File: src/btr_cfg.svh
// constants for the branch trace recorder: offsets, fields, reset values
`ifndef BTR_CFG_SVH
`define BTR_CFG_SVH
`define BTR_REC_BASE        12'h040
`define BTR_REC_LAST        12'h047
`define BTR_TOP_ADDR        12'h1C9
`define BTR_CTL_ADDR        12'h1D9
`define BTR_LER_TO_ADDR     12'h1DD
`define BTR_LER_FROM_ADDR   12'h1DE
`define BTR_STAT_ADDR       12'h1E0
`define BTR_DSCFG_ADDR      12'h1E1
`define BTR_HCMD_ADDR       4'h0
`define BTR_HSTAT_ADDR      4'h1
`define BTR_HIDX_ADDR       4'h2
`define BTR_HEVT_ADDR       4'h3
`define BTR_BIT_REC         0
`define BTR_BIT_STEP        1
`define BTR_BIT_PIN_LO      2
`define BTR_BIT_MSG         6
`define BTR_BIT_STORE       7
`define BTR_BIT_IRQ         8
`define BTR_CTL_RESET       9'h000
`define BTR_DS_RESET        16'h0000
`define BTR_PIN_PULSE       2'h2
`endif

File: src/btr_pkg.sv
// types for the branch trace recorder: event kinds used by the core, handler states used by the controller
package btr_pkg;
  typedef enum logic [1:0] {
    BTR_EV_BRANCH = 2'b00,
    BTR_EV_INTR   = 2'b01,
    BTR_EV_EXCP   = 2'b10,
    BTR_EV_DEBUG  = 2'b11
  } btr_event_t;
  typedef enum logic [1:0] {
    BTR_H_IDLE  = 2'b00,
    BTR_H_QUIET = 2'b01,
    BTR_H_DRAIN = 2'b10,
    BTR_H_DONE  = 2'b11
  } btr_hstate_t;
endpackage : btr_pkg

File: src/btr_if.sv
// link between the recording core logic and the servicing controller
`timescale 1ns/100ps
interface btr_if;
  logic        reg_wr;
  logic        reg_rd;
  logic [11:0] reg_addr;
  logic [63:0] reg_wdata;
  logic [63:0] reg_rdata;
  logic        ds_irq;
  logic        irq_masked;
  logic        counter_overflow;
  logic        unmask;
  logic        sampling_enable;
  modport core (input reg_wr, reg_rd, reg_addr, reg_wdata, unmask,
                input sampling_enable,
                output reg_rdata, ds_irq, irq_masked, counter_overflow);
  modport ctrl (output reg_wr, reg_rd, reg_addr, reg_wdata, unmask,
                output sampling_enable,
                input reg_rdata, ds_irq, irq_masked, counter_overflow);
endinterface : btr_if

File: src/btr_core.sv
// branch recording, stepping, pins, trace messages and trace store
`timescale 1ns/100ps
`include "btr_cfg.svh"
module btr_core (
  // clock and reset
  input  wire logic        sys_clk_i,
  input  wire logic        reset_n_i,
  input  wire logic        clk_en_i,
  // pipeline events
  input  wire logic        event_valid_i,
  input  wire logic [1:0]  event_kind_i,
  input  wire logic [31:0] event_source_i,
  input  wire logic [31:0] event_target_i,
  input  wire logic        trap_flag_i,
  input  wire logic        instr_retire_i,
  input  wire logic [3:0]  bp_match_i,
  input  wire logic [3:0]  perf_event_i,
  input  wire logic        counter_overflow_i,
  // observed outputs
  output logic             step_trap_o,
  output logic [3:0]       breakpoint_pin_out_n_o,
  output logic             branch_message_valid_o,
  output logic [63:0]      branch_message_o,
  output logic             store_write_o,
  output logic [15:0]      store_index_o,
  output logic [63:0]      store_data_o,
  // link to controller
  btr_if.core              link
);
  typedef struct packed {
    logic [8:0]       ctl;
    logic [7:0][63:0] rec;
    logic [2:0]       top;
    logic [31:0]      ler_to;
    logic [31:0]      ler_from;
    logic [31:0]      last_to;
    logic [31:0]      last_from;
    logic [15:0]      idx;
    logic [15:0]      thresh;
    logic [15:0]      absmax;
    logic             ds_on;
    logic             pend;
    logic             masked;
    logic             ovf;
    logic [3:0][1:0]  pin_cnt;
    logic [63:0]      rdata;
    logic             step;
    logic             msg_v;
    logic [63:0]      msg;
    logic             st_w;
    logic [15:0]      st_idx;
  } btr_core_t;

  btr_core_t r;
  btr_core_t next_r;
  logic      rec_now;
  logic      dbg_ev;
  logic      pend_set;
  logic [63:0] entry;

  assign dbg_ev  = event_valid_i &&
                   (event_kind_i == btr_pkg::BTR_EV_DEBUG);
  assign rec_now = event_valid_i && !dbg_ev;
  assign entry   = {event_target_i, event_source_i};

  always_comb
  begin
    next_r = r;
    next_r.step  = 1'b0;
    next_r.msg_v = 1'b0;
    next_r.st_w  = 1'b0;
    pend_set     = 1'b0;
    if (link.reg_wr)
    begin
      case (link.reg_addr)
        `BTR_CTL_ADDR: next_r.ctl = link.reg_wdata[8:0];
        `BTR_DSCFG_ADDR:
        begin
          next_r.idx    = link.reg_wdata[15:0];
          next_r.thresh = link.reg_wdata[31:16];
          next_r.absmax = link.reg_wdata[47:32];
          // programming the area enables it; the command port has no off
          next_r.ds_on  = 1'b1;
        end
        default: next_r.ctl = r.ctl;
      endcase
    end
    if (rec_now && r.ctl[`BTR_BIT_REC])
    begin
      next_r.top = r.top + 3'h1;
      next_r.rec[r.top + 3'h1] = entry;
      if (event_kind_i != btr_pkg::BTR_EV_BRANCH)
      begin
        next_r.ler_to   = r.last_to;
        next_r.ler_from = r.last_from;
      end
      else
      begin
        next_r.last_to   = event_target_i;
        next_r.last_from = event_source_i;
      end
    end
    if (rec_now && r.ctl[`BTR_BIT_MSG])
    begin
      if (!r.ctl[`BTR_BIT_STORE])
      begin
        next_r.msg_v = 1'b1;
        next_r.msg   = entry;
      end
      else if (r.ds_on)
      begin
        next_r.st_w   = 1'b1;
        next_r.st_idx = r.idx;
        next_r.msg    = entry;
        if (r.idx + 16'h0001 >= r.absmax && !r.ctl[`BTR_BIT_IRQ])
          next_r.idx = 16'h0000;
        else if (r.idx < r.absmax)
          next_r.idx = r.idx + 16'h0001;
        if (r.ctl[`BTR_BIT_IRQ] && (r.idx + 16'h0001 >= r.thresh))
        begin
          next_r.pend = 1'b1;
          pend_set    = 1'b1;
        end
      end
    end
    if (counter_overflow_i)
      next_r.ovf = 1'b1;
    if ((next_r.pend || next_r.ovf) && !r.masked)
      next_r.masked = 1'b1;
    else if (link.unmask)
    begin
      next_r.masked = 1'b0;
      // a new threshold hit in the unmask cycle must survive
      next_r.pend   = pend_set;
      next_r.ovf    = counter_overflow_i;
    end
    if (dbg_ev)
      next_r.ctl[`BTR_BIT_REC] = 1'b0;
    if (trap_flag_i)
      next_r.step = r.ctl[`BTR_BIT_STEP] ? rec_now : instr_retire_i;
    for (int i = 0; i < 4; i++)
    begin
      if (r.pin_cnt[i] != 2'h0)
        next_r.pin_cnt[i] = r.pin_cnt[i] - 2'h1;
      else if (bp_match_i[i] && r.ctl[`BTR_BIT_PIN_LO + i])
        next_r.pin_cnt[i] = `BTR_PIN_PULSE;
    end
    next_r.rdata = 64'h0000_0000_0000_0000;
    if (link.reg_rd)
    begin
      if (link.reg_addr >= `BTR_REC_BASE && link.reg_addr <= `BTR_REC_LAST)
        next_r.rdata = r.rec[link.reg_addr[2:0]];
      else
      begin
        case (link.reg_addr)
          `BTR_TOP_ADDR: next_r.rdata = {61'h0, r.top};
          `BTR_CTL_ADDR: next_r.rdata = {55'h0, r.ctl};
          `BTR_LER_TO_ADDR: next_r.rdata = {32'h0, r.ler_to};
          `BTR_LER_FROM_ADDR: next_r.rdata = {32'h0, r.ler_from};
          `BTR_STAT_ADDR:
            next_r.rdata = {45'h0, r.masked, r.ovf, r.pend, r.idx};
          `BTR_DSCFG_ADDR:
            next_r.rdata = {15'h0, r.ds_on, r.absmax, r.thresh, r.idx};
          default: next_r.rdata = 64'h0000_0000_0000_0000;
        endcase
      end
    end
  end

  always_ff @(posedge sys_clk_i or negedge reset_n_i)
  begin
    if (!reset_n_i)
    begin
      r       <= '0;
      r.ctl   <= `BTR_CTL_RESET;
      r.idx   <= `BTR_DS_RESET;
    end
    else if (clk_en_i)
      r <= next_r;
  end

  always_comb
  begin
    for (int i = 0; i < 4; i++)
      breakpoint_pin_out_n_o[i] = r.ctl[`BTR_BIT_PIN_LO + i] ?
        (r.pin_cnt[i] == 2'h0) : !perf_event_i[i];
  end

  assign step_trap_o            = r.step;
  assign branch_message_valid_o = r.msg_v;
  assign branch_message_o       = r.msg;
  assign store_write_o          = r.st_w;
  assign store_index_o          = r.st_idx;
  assign store_data_o           = r.msg;
  assign link.reg_rdata         = r.rdata;
  assign link.ds_irq            = r.masked;
  assign link.irq_masked        = r.masked;
  assign link.counter_overflow  = r.ovf;
endmodule : btr_core

File: src/flat_wrapper.sv
// flat-port wrapper written by rule: the top's interface ports become plain ports
module btr_core_flat 
  (sys_clk_i, reset_n_i, clk_en_i, event_valid_i, event_kind_i, event_source_i, event_target_i, trap_flag_i, instr_retire_i, bp_match_i, perf_event_i, counter_overflow_i, step_trap_o, breakpoint_pin_out_n_o, branch_message_valid_o, branch_message_o, store_write_o, store_index_o, store_data_o, link_reg_wr, link_reg_rd, link_reg_addr, link_reg_wdata, link_unmask, link_sampling_enable, link_reg_rdata, link_ds_irq, link_irq_masked, link_counter_overflow);
  btr_if link_i ();
  input  wire logic sys_clk_i;
  input  wire logic reset_n_i;
  input  wire logic clk_en_i;
  input  wire logic event_valid_i;
  input  wire logic [1:0] event_kind_i;
  input  wire logic [31:0] event_source_i;
  input  wire logic [31:0] event_target_i;
  input  wire logic trap_flag_i;
  input  wire logic instr_retire_i;
  input  wire logic [3:0] bp_match_i;
  input  wire logic [3:0] perf_event_i;
  input  wire logic counter_overflow_i;
  output logic step_trap_o;
  output logic [3:0] breakpoint_pin_out_n_o;
  output logic branch_message_valid_o;
  output logic [63:0] branch_message_o;
  output logic store_write_o;
  output logic [15:0] store_index_o;
  output logic [63:0] store_data_o;
  input wire logic [$bits(link_i.reg_wr)-1:0] link_reg_wr;
  input wire logic [$bits(link_i.reg_rd)-1:0] link_reg_rd;
  input wire logic [$bits(link_i.reg_addr)-1:0] link_reg_addr;
  input wire logic [$bits(link_i.reg_wdata)-1:0] link_reg_wdata;
  input wire logic [$bits(link_i.unmask)-1:0] link_unmask;
  input wire logic [$bits(link_i.sampling_enable)-1:0] link_sampling_enable;
  output wire logic [$bits(link_i.reg_rdata)-1:0] link_reg_rdata;
  output wire logic [$bits(link_i.ds_irq)-1:0] link_ds_irq;
  output wire logic [$bits(link_i.irq_masked)-1:0] link_irq_masked;
  output wire logic [$bits(link_i.counter_overflow)-1:0] link_counter_overflow;
  assign link_i.reg_wr = link_reg_wr;
  assign link_i.reg_rd = link_reg_rd;
  assign link_i.reg_addr = link_reg_addr;
  assign link_i.reg_wdata = link_reg_wdata;
  assign link_i.unmask = link_unmask;
  assign link_i.sampling_enable = link_sampling_enable;
  assign link_reg_rdata = link_i.reg_rdata;
  assign link_ds_irq = link_i.ds_irq;
  assign link_irq_masked = link_i.irq_masked;
  assign link_counter_overflow = link_i.counter_overflow;
  btr_core u_core (.sys_clk_i(sys_clk_i), .reset_n_i(reset_n_i), .clk_en_i(clk_en_i), .event_valid_i(event_valid_i), .event_kind_i(event_kind_i), .event_source_i(event_source_i), .event_target_i(event_target_i), .trap_flag_i(trap_flag_i), .instr_retire_i(instr_retire_i), .bp_match_i(bp_match_i), .perf_event_i(perf_event_i), .counter_overflow_i(counter_overflow_i), .step_trap_o(step_trap_o), .breakpoint_pin_out_n_o(breakpoint_pin_out_n_o), .branch_message_valid_o(branch_message_valid_o), .branch_message_o(branch_message_o), .store_write_o(store_write_o), .store_index_o(store_index_o), .store_data_o(store_data_o), .link(link_i));
endmodule
File: config.mk
export PLATFORM = sky130hd
export DESIGN_NAME = btr_core_flat
export DESIGN_NICKNAME = d
export VERILOG_FILES = /design/src/btr_pkg.sv /design/src/btr_if.sv /design/src/btr_core.sv /design/src/flat_wrapper.sv
export VERILOG_INCLUDE_DIRS = /design/src
export SDC_FILE = /design/constraint.sdc
export NUM_CORES = 1
export LEC_CHECK = 0
export BUFFER_PORTS_ARGS = -buffer_cell sky130_fd_sc_hd__buf_2
export CORE_AREA = 2 2 276 278
export DETAILED_ROUTE_END_ITERATION = 10
export DIE_AREA = 0 0 278 280
export HOLD_SLACK_MARGIN = 0.06
export PLACE_DENSITY = 0.74
export RECOVER_POWER = 50
export SYNTH_ARGS = -nofsm -noshare
export SYNTH_HDL_FRONTEND = slang
export SYNTH_SLANG_ARGS = --single-unit
File: constraint.sdc
create_clock -name sys_clk_i -period 3.3 [get_ports sys_clk_i]
set_clock_uncertainty 0.2 [all_clocks]
set_input_delay 0.165 -clock sys_clk_i [delete_from_list [all_inputs] [get_ports sys_clk_i]]
set_output_delay 0.165 -clock sys_clk_i [all_outputs]
set_load 0.005 [all_outputs]
After elaboration in Yosys (flattened, before gate mapping)

Index checks and enable logic that the tools add are counted.

Bits in registers: 859
Input bits: 161
Logic and storage cells: 155

Add/subtract/negate cells: 6
Magnitude comparators: 8
Equal/unequal tests: 8
Mux-type cells: 50
Bitwise gates (word level): 1
Reductions and logical operators: 50

Operators by type and width:

| operator                                                    | number |
|---|---|
| bitwise mux 512 bit                                         | 1 |
| two-way mux 64 bit                                          | 5 |
| case mux 49 bit (6 select lines)                            | 1 |
| binary-select mux 64 bit (select 3 bit)                     | 1 |
| demux 64 bit (select 3 bit)                                 | 1 |
| two-way mux 49 bit                                          | 2 |
| two-way mux 82 bit                                          | 1 |
| two-way mux 81 bit                                          | 1 |
| two-way mux 16 bit                                          | 5 |
| equality test 12 x 9 -> 1 bit (second input constant)       | 6 |
| >= comparator 16 bit                                        | 2 |
| nonzero test 2 bit                                          | 12 |
| two-way mux 1 bit                                           | 22 |
| AND reduction 3 bit                                         | 6 |
| two-way mux 17 bit                                          | 1 |
| adder 16 x 1 -> 16 bit (second input constant)              | 1 |
| less-than comparator 16 bit                                 | 1 |
| two-way mux 2 bit                                           | 8 |
| logical AND 1 bit                                           | 13 |
| >= comparator 12 x 7 -> 1 bit (second input constant)       | 1 |
| <= comparator 12 x 7 -> 1 bit (second input constant)       | 1 |
| AND reduction 2 bit                                         | 6 |
| zero test 2 bit                                             | 4 |
| less-than comparator 3 x 4 -> 1 bit (second input constant) | 2 |
| 10 further kinds                                            | 19 |

Longest topological paths before layout

Gate-level depths: netlist (run 1).

Depth in word-level cells: 11
Mapped depth: 14
Depth with buffers taken out: 12

Worst setup path before layout (run 1)

OpenSTA, ideal clock, no wires.

Kind: register -> register
From: register u_core.r[193] in the netlist's numbering
To: register u_core.r[203] in the netlist's numbering
Setup time: 0.141 ns
Arrival: 3.039 ns
Slack: -0.080 ns
Cell stages (with the launch flop): 15
Path buffers: 2
Cell sequence: dfrtp_1 clkbuf_1 and3_1 nand3_1 nor2_1 a31oi_1 or2_2 ha_1 and3_1 a221oi_1 o21ai_0 a21oi_1 nor2_1 clkbuf_1 o22ai_1

Cells in the longest elaborated chain, start to end: 7
Elaborated cells on any way between the ends: 9
Those cells by class: add/sub (1); order compare (2); mux (5); reduce/logical (1)

RTL lines:

| what                     | RTL line                         | text |
|---|---|---|
| start: declaration       | btr_core.sv:54                   | `btr_core_t r;` |
| start signal: assignment | btr_core.sv:179                  | `r <= next_r;` |
| adder 16 x 1 -> 16 bit   | btr_core.sv:115, btr_core.sv:118 |  |
| >= comparator 16 bit     | btr_core.sv:115                  | `` if (r.idx + 16'h0001 >= r.absmax && !r.ctl[`BTR_BIT_IRQ]) `` |
| logical AND 1 bit        | btr_core.sv:115                  |  |
| two-way mux 16 bit (*)   | btr_core.sv:115                  |  |
| two-way mux 16 bit (*)   | btr_core.sv:110                  | `else if (r.ds_on)` |
| two-way mux 16 bit (*)   | btr_core.sv:105                  | `` if (!r.ctl[`BTR_BIT_STORE]) `` |
| two-way mux 16 bit (*)   | btr_core.sv:103                  | `` if (rec_now && r.ctl[`BTR_BIT_MSG]) `` |

Every way passes the cells marked *; elsewhere a longest branch is shown, timed or not.
A chain may end at the register's enable or synchronous reset.

Final worst setup path (run 1)

From: register u_core.r[192] in the netlist's numbering
To: register u_core.r, in the netlist u_core.link.ds_irq

Cells in the longest elaborated chain, start to end: 11
Elaborated cells on any way between the ends: 12
Those cells by class: add/sub (1); order compare (1); mux (5); reduce/logical (5)

RTL lines:

| what                          | RTL line        | text |
|---|---|---|
| adder 16 x 1 -> 16 bit (*)    | btr_core.sv:119 | `` if (r.ctl[`BTR_BIT_IRQ] && (r.idx + 16'h0001 >= r.thresh)) `` |
| >= comparator 16 bit (*)      | btr_core.sv:119 |  |
| logical AND 1 bit (*)         | btr_core.sv:119 |  |
| two-way mux 1 bit (*)         | btr_core.sv:119 |  |
| two-way mux 1 bit (*)         | btr_core.sv:110 |  |
| two-way mux 1 bit (*)         | btr_core.sv:105 |  |
| two-way mux 1 bit (*)         | btr_core.sv:103 |  |
| logical OR 1 bit (*)          | btr_core.sv:128 | `if ((next_r.pend \|\| next_r.ovf) && !r.masked)` |
| logical AND 1 bit (*)         | btr_core.sv:128 |  |
| nonzero test 2 bit (no line)  | n/a             |  |
| AND reduction 2 bit (no line) | n/a             |  |

Marks and branches as above.

==> results of run 1 <==
synth_stat cells (10+ instances only):
| cell | n | share of area [%] |
|---|---|---|
| clkbuf_1 | 57 | 0.53 |
| a222oi_1 | 13 | 0.33 |
| a22oi_1 | 17 | 0.32 |
| buf_4 | 215 | 4.0 |
| buf_1 | 13 | 0.12 |
| nand3_1 | 12 | 0.15 |
| mux2_1 | 16 | 0.45 |
| mux4_2 | 128 | 7.2 |
| inv_1 | 50 | 0.47 |
| dfrtp_1 | 859 | 54 |
| o21ai_0 | 31 | 0.39 |
| o2bb2ai_1 | 38 | 0.83 |
| nand2_1 | 72 | 0.68 |
| a21oi_1 | 40 | 0.50 |
| a21o_1 | 10 | 0.19 |
| buf_2 | 78 | 0.98 |
| ha_1 | 58 | 1.8 |
| mux2_2 | 765 | 22 |
| a221oi_1 | 15 | 0.33 |
| nand4_1 | 12 | 0.19 |
| mux2i_1 | 90 | 2.3 |
| a22o_1 | 21 | 0.46 |
| o21a_1 | 13 | 0.24 |
flip-flops by register name (all words and copies together) (netlist names):
| name | flops |
|---|---|
| u_core.r | 710 |
| u_core.branch_message_o | 64 |
| u_core.link.reg_rdata | 64 |
| u_core.store_index_o | 16 |
| u_core.branch_message_valid_o | 1 |
| u_core.link.counter_overflow | 1 |
| u_core.link.ds_irq | 1 |
| u_core.step_trap_o | 1 |
| u_core.store_write_o | 1 |
routing by layer:
layer	vias to the layer above	global-route usage (%)	wire length (um)
met5	-	0	73
met4	10	9.854	3222
met3	161	4.497	6741
met2	868	45.45	52490
met1	13340	39.86	47080
li1	10630	-	-
what timing repair did:
| item | in CTS | in global routing |
|---|---|---|
| setup endpoints to repair | 16 | 12 |
| buffers inserted | 0 | 5 |
| endpoints found under the hold margin | 1581 | 0 |
| pin swaps | 0 | 5 |
| hold buffers | 157 | 0 |
| gates resized for setup | 4 | 15 |
| cloned | 0 | 1 |
worst max-delay path, cell delays in order (launching register included):
cell	delay [ps]
dfrtp_1	440
and3_4	220
nand3_1	120
buf_4	200
xnor2_2	150
buf_4	140
ha_1	300
and3_1	220
a221o_1	400
a221oi_1	310
o221a_2	280
o21ai_0	100
area by class of cell:
| type | instances | area [um^2] | area share, % |
|---|---|---|---|
| Tap cell | 978 | 1224 | 2.613 |
| Inverter | 51 | 191.4 | 0.4088 |
| Antenna cell | 5 | 12.51 | 0.02672 |
| Sequential cell | 859 | 21500 | 45.90 |
| Clock buffer | 127 | 2595 | 5.541 |
| Timing Repair Buffer | 654 | 4591 | 9.803 |
| Multi-Input combinational cell | 1470 | 16210 | 34.62 |
| Clock inverter | 37 | 508.0 | 1.085 |
path summary, 6_finish.rpt:
check	end	from	depth (start not counted)	slack, ps
max	u_core.link.ds_irq	u_core.r[192]	11	80
min	u_core.r[166]	link_reg_wdata[39]	3	100
max reg2reg	u_core.link.ds_irq	u_core.r[192]	11	80
min reg2reg	u_core.r[673]	u_core.r[673]	1	280
max in group asynchronous	u_core.r[833]	reset_n_i	4	260
min in group asynchronous	u_core.branch_message_o[15]	reset_n_i	4	1560
power by group:
part / internal (mW) / leakage (nW) / switching (mW)
clock: 6.36 / 1.53 / 4.27
sequential: 10.7 / 12.0 / 0.123
combinational: 1.38 / 9.73 / 1.75
logic make-up (layout without fill, tap and decap cells):
kind of cell / count (synthesis) / in the layout / synth area share [%]
other cells: 0 / 5 / 0
flops: 859 / 859 / 53.70
xor+xnor: 15 / 15 / 0.3282
mux: 999 / 999 / 31.42
buf+inv: 417 / 869 / 6.226
fa+ha+maj: 58 / 58 / 1.813
compound gates: 235 / 235 / 4.332
simple gates: 162 / 163 / 2.185
stage by stage:
stage | util, % | TNS [ps]
CTS | 62.45 | 0
floorplan | - | 0
global route | 62.28 | 0
detailed placement | 56.19 | -2261
finish | 62.28 | 0
global placement | 56.19 | -1771
==> qor.csv, run 1 <==
stage,metric,value,unit
outcome,status,"complete, but fails checks",
outcome,violations,"max-capacitance violations, max-slew violations",
floorplan,start_util,53.24,%
placement,io_buffers,361,
placement,place_area,42250,um^2
placement,gp_congestion,0.9415,
floorplan,fp.dieArea,77840,um^2
sta,min_period,3220,ps
power,leakage,23.24,nW
layout,final_common_cell,dfrtp_1,
floorplan,design.core.area,75190,um^2
floorplan,die-height,280,um
sta,worst_slew_pin_slew,1699,ps
worst_setup_path,path_class,register to register,
route,wirelength,109600,um
clock_tree,h-tree-depth,3,
logic_synthesis,synth_ff_type,dfrtp_1,
sta,worst_slack,80.08,ps
clock_tree,cts_num_sinks,859,
global_routing,grt_pass1_vias,26690,
clock_tree,cts_tree,built,
placement,dp_hpwl,72040,um
sta,setup_viol,0,
power,total_power,24.56,mW
hold_path,hp-class,input pin to register,
worst_setup_path,startpoint_type,register,
placement,place_ws,-269.6,ps
logic_synthesis,seq_area_frac_synth,53.70,%
logic_synthesis,syn_inst,2745,
global_routing,grt_max_degree,126,
placement,placed_cells,3849,
route,drt_iter0_drc,2138,
logic_synthesis,synth.distinct_cells,69,
layout,layout-drive-gt1-share,45.72,%
sta,hold_viol,0,
clock_tree,clk_pin_slew_worst_paths,70,ps
sta,period_share,97.57,%
global_routing,gr-total-overflow,0,
power,power_density,524.4,nW/um^2
sta,drv_slew,9,
clock_tree,cts_buffers,91,
clock_tree,cts_root_buffer,clkbuf_16,
sta,hold_slack,96.93,ps
layout,area_growth,16.98,%
layout,final_cell_area,46830,um^2
sta,relSlewSlack,-13.25,%
route,dr_total_vias,25010,
run,maxCapViolations,1,
route,drtAntennaViolNets,0,
clock_tree,cts_max_path_buffers,3,
worst_setup_path,crit_required,3620,ps
layout,layout_common_cells,"dfrtp_1 (858), mux2_2 (765), buf_2 (246)",
worst_setup_path,crit_arrival,3540,ps
logic_synthesis,synth-seq-cells,859,
route,route.detailed.drc,0,
global_routing,antenna_found_initial,13,
logic_synthesis,synth.cell_area,40030,um^2
layout,stdcell_count,4181,
logic_synthesis,synthArstFlopShare,100.0,%
route,drt_pass1_iterations,7,
clock_tree,clk_latency,650,ps
global_routing,grt_pass1_wl,166600,um
global_routing,grt_usage,28.41,%
sta,clock.fmax,0.3106,GHz
power,peakVddDrop,0.3597,mV
layout,nets,3346,
logic_synthesis,ys.warnings.count,0,
worst_setup_path,endpoint_kind,register,
logic_synthesis,synth_nets,2964,
layout,fillers,5427,
logic_synthesis,synth_edf_count,0,
route,vias_per_cell,5.982,
sta,rsz0062_at_grt,false,
logic_synthesis,syn_area_per_cell,14.58,um^2
route,wire_per_inst,26.22,um
floorplan,io_pins,379,
floorplan,rows,101,
floorplan,die_w,278,um
worst_setup_path,worstPathMaxFanout,5,
No activity file was read; power rests on OpenSTA's default activity.
==> inputs of run 2 (changes only) <==
Settings changed: CORE_AREA 2 2 276 278 to 2 2 271 273, CTS_BUF_LIST set to sky130_fd_sc_hd__clkbuf_8, DIE_AREA 0 0 278 280 to 0 0 273 275, PLACE_DENSITY 0.74 to 0.76.
==> qor.csv, run 2 (same netlist as run 1, synthesis figures left out) <==
stage,metric,value,unit,change
route,dr_total_vias,25940,,+3.7%
clock_tree,cts_max_path_buffers,3,,unchanged
sta,relSlewSlack,-10.91,%,+2.3 points
global_routing,gr-total-overflow,0,,unchanged
global_routing,grt_max_degree,129,,+2.4%
route,vias_per_cell,5.937,,-0.76%
floorplan,die-height,275,um,-1.8%
global_routing,grt_pass1_vias,27730,,+3.9%
sta,setup_viol,0,,unchanged
sta,rsz0062_at_grt,true,,
route,wirelength,110900,um,+1.2%
route,wire_per_inst,25.38,um,-3.2%
route,drt_pass1_iterations,6,,-1
worst_setup_path,startpoint_type,input pin,,
layout,layout_common_cells,"dfrtp_1 (859), mux2_2 (765), buf_2 (307)",,
floorplan,rows,99,,-2.0%
route,drt_iter0_drc,2054,,-3.9%
worst_setup_path,endpoint_kind,register,,
floorplan,fp.dieArea,75080,um^2,-3.6%
layout,area_growth,19.37,%,
global_routing,grt_usage,29.98,%,+1.6 points
clock_tree,cts_num_sinks,859,,unchanged
power,power_density,484.7,nW/um^2,-7.6%
sta,drv_slew,10,,+1
layout,final_util,66.06,%,+3.8 points
clock_tree,cts_root_buffer,clkbuf_8,,
clock_tree,cts_buffers,142,,+56%
floorplan,die_w,273,um,-1.8%
clock_tree,cts_tree,built,,
global_routing,grt_pass1_wl,168300,um,+1.0%
placement,gp_congestion,0.8671,,-7.9%
global_routing,antenna_found_initial,7,,-6
layout,layout-drive-gt1-share,45.77,%,+0.059 points
power,leakage,24.13,nW,+3.8%
sta,worst_slew_pin_slew,1664,ps,-35.09 ps
clock_tree,clk_latency,810,ps,+160 ps
run,maxCapViolations,1,,unchanged
sta,clock.fmax,0.3187,GHz,+2.6%
clock_tree,h-tree-depth,4,,+1
sta,min_period,3137,ps,-82.62 ps
placement,dp_hpwl,69750,um,-3.2%
power,peakVddDrop,0.3489,mV,-3.0%
sta,finalSetupTns,0,ps,unchanged
worst_setup_path,path_class,input pin to register,,
placement,io_buffers,361,,unchanged
sta,hold_viol,0,,unchanged
outcome,violations,"max-capacitance violations, max-slew violations",,
clock_tree,clk_pin_slew_worst_paths,60,ps,about the same
sta,period_share,95.07,%,-2.5 points
layout,largest_reg_flops,710,,unchanged
floorplan,design.core.area,72340,um^2,-3.8%
layout,largest-register,u_core.r,,
layout,final_common_cell,dfrtp_1,,
outcome,status,"complete, but fails checks",,
layout,nets,3527,,+5.4%
route,drtAntennaViolNets,0,,unchanged
worst_setup_path,crit_required,3760,ps,+140 ps
hold_path,hp-class,input pin to register,,
floorplan,io_pins,379,,unchanged
route,route.detailed.drc,0,,unchanged
floorplan,start_util,55.34,%,+2.1 points
worst_setup_path,crit_arrival,3600,ps,+60 ps
worst_setup_path,worstPathMaxFanout,31,,+26
==> run 2: cell count changes in the layout (fill, tap and decap cells not counted), sizes merged, moves of 2 or more <==
cell         delta
clkinv         -13
buf            +52
bufinv          -9
inv            +49
dlygate4sd3   +135
clkinvlp        +3
clkbuf          -6
diode           -2
==> run 2: worst paths after layout <==
kind,startpoint,end,slack [ps],cells past startpoint
max in group asynchronous,reset_n_i,u_core.r[516],280,4
setup / recovery,event_kind_i[0],u_core.r[260],160,8
hold / removal,event_source_i[14],u_core.branch_message_o[14],120,3
hold reg to reg,u_core.link.reg_rdata[58],u_core.link.reg_rdata[58],290,1
min in group asynchronous,reset_n_i,u_core.link.reg_rdata[25],1400,4
setup reg to reg,u_core.r[199],u_core.r[191],180,11
==> run 2: what timing repair did <==
action / in CTS / in global routing
setup endpoints to repair: 15 / 17
endpoints found under the hold margin: 1656 / 0
buffers inserted: 0 / 4
gates cloned: 0 / 0
pin swaps: 1 / 4
gates resized for setup: 4 / 12
hold buffers: 292 / 0
==> run 2: layout make-up <==
| class | instances | area, um^2 |
|---|---|---|
| Antenna cell | 3 | 7.507 |
| Clock buffer | 177 | 2436 |
| Clock inverter | 67 | 372.9 |
| Fill cell | 5126 | 24550 |
| Inverter | 51 | 191.4 |
| Multi-Input combinational cell | 1469 | 16190 |
| Sequential cell | 859 | 21500 |
| Tap cell | 959 | 1200 |
| Timing Repair Buffer | 785 | 5897 |
==> run 2: critical path: stages <==
cell,delay (ps)
dlygate4sd3_1,550
clkbuf_1,150
a21boi_0,510
and3_1,420
nor3b_2,220
dlygate4sd3_1,650
buf_4,470
mux2_2,400
==> run 2: power by group <==
part | switching (mW) | internal, mW
clock network | 4.29 | 4.99
registers | 0.0982 | 10.7
logic | 1.74 | 1.38
==> run 2: stage by stage <==
step                cells  worst slack [ps]  total power, mW  cell area (um^2)  hold WS (ps)
floorplan            2745             62.60            12.37             40040        -330.6
global placement     3827            -167.2            13.63             42150        -29.08
detailed placement   3827            -162.6            13.73             42150        -16.47
CTS                  4363             45.87            23.28             47910         60.09
global route         4369            -87.11            24.16             47780         109.2
finish               4370             162.7            23.16             47790         115.7
==> run 2: per-layer routing <==
metal,track usage [%],vias up,share of wire (%),wire (um)
met5,0,-,0.018,20
met1,39.96,13680,41,45830
met3,6.441,238,6.8,7562
met2,47.99,996,48,53370
met4,12.83,4,3.7,4139
li1,-,11020,-,-
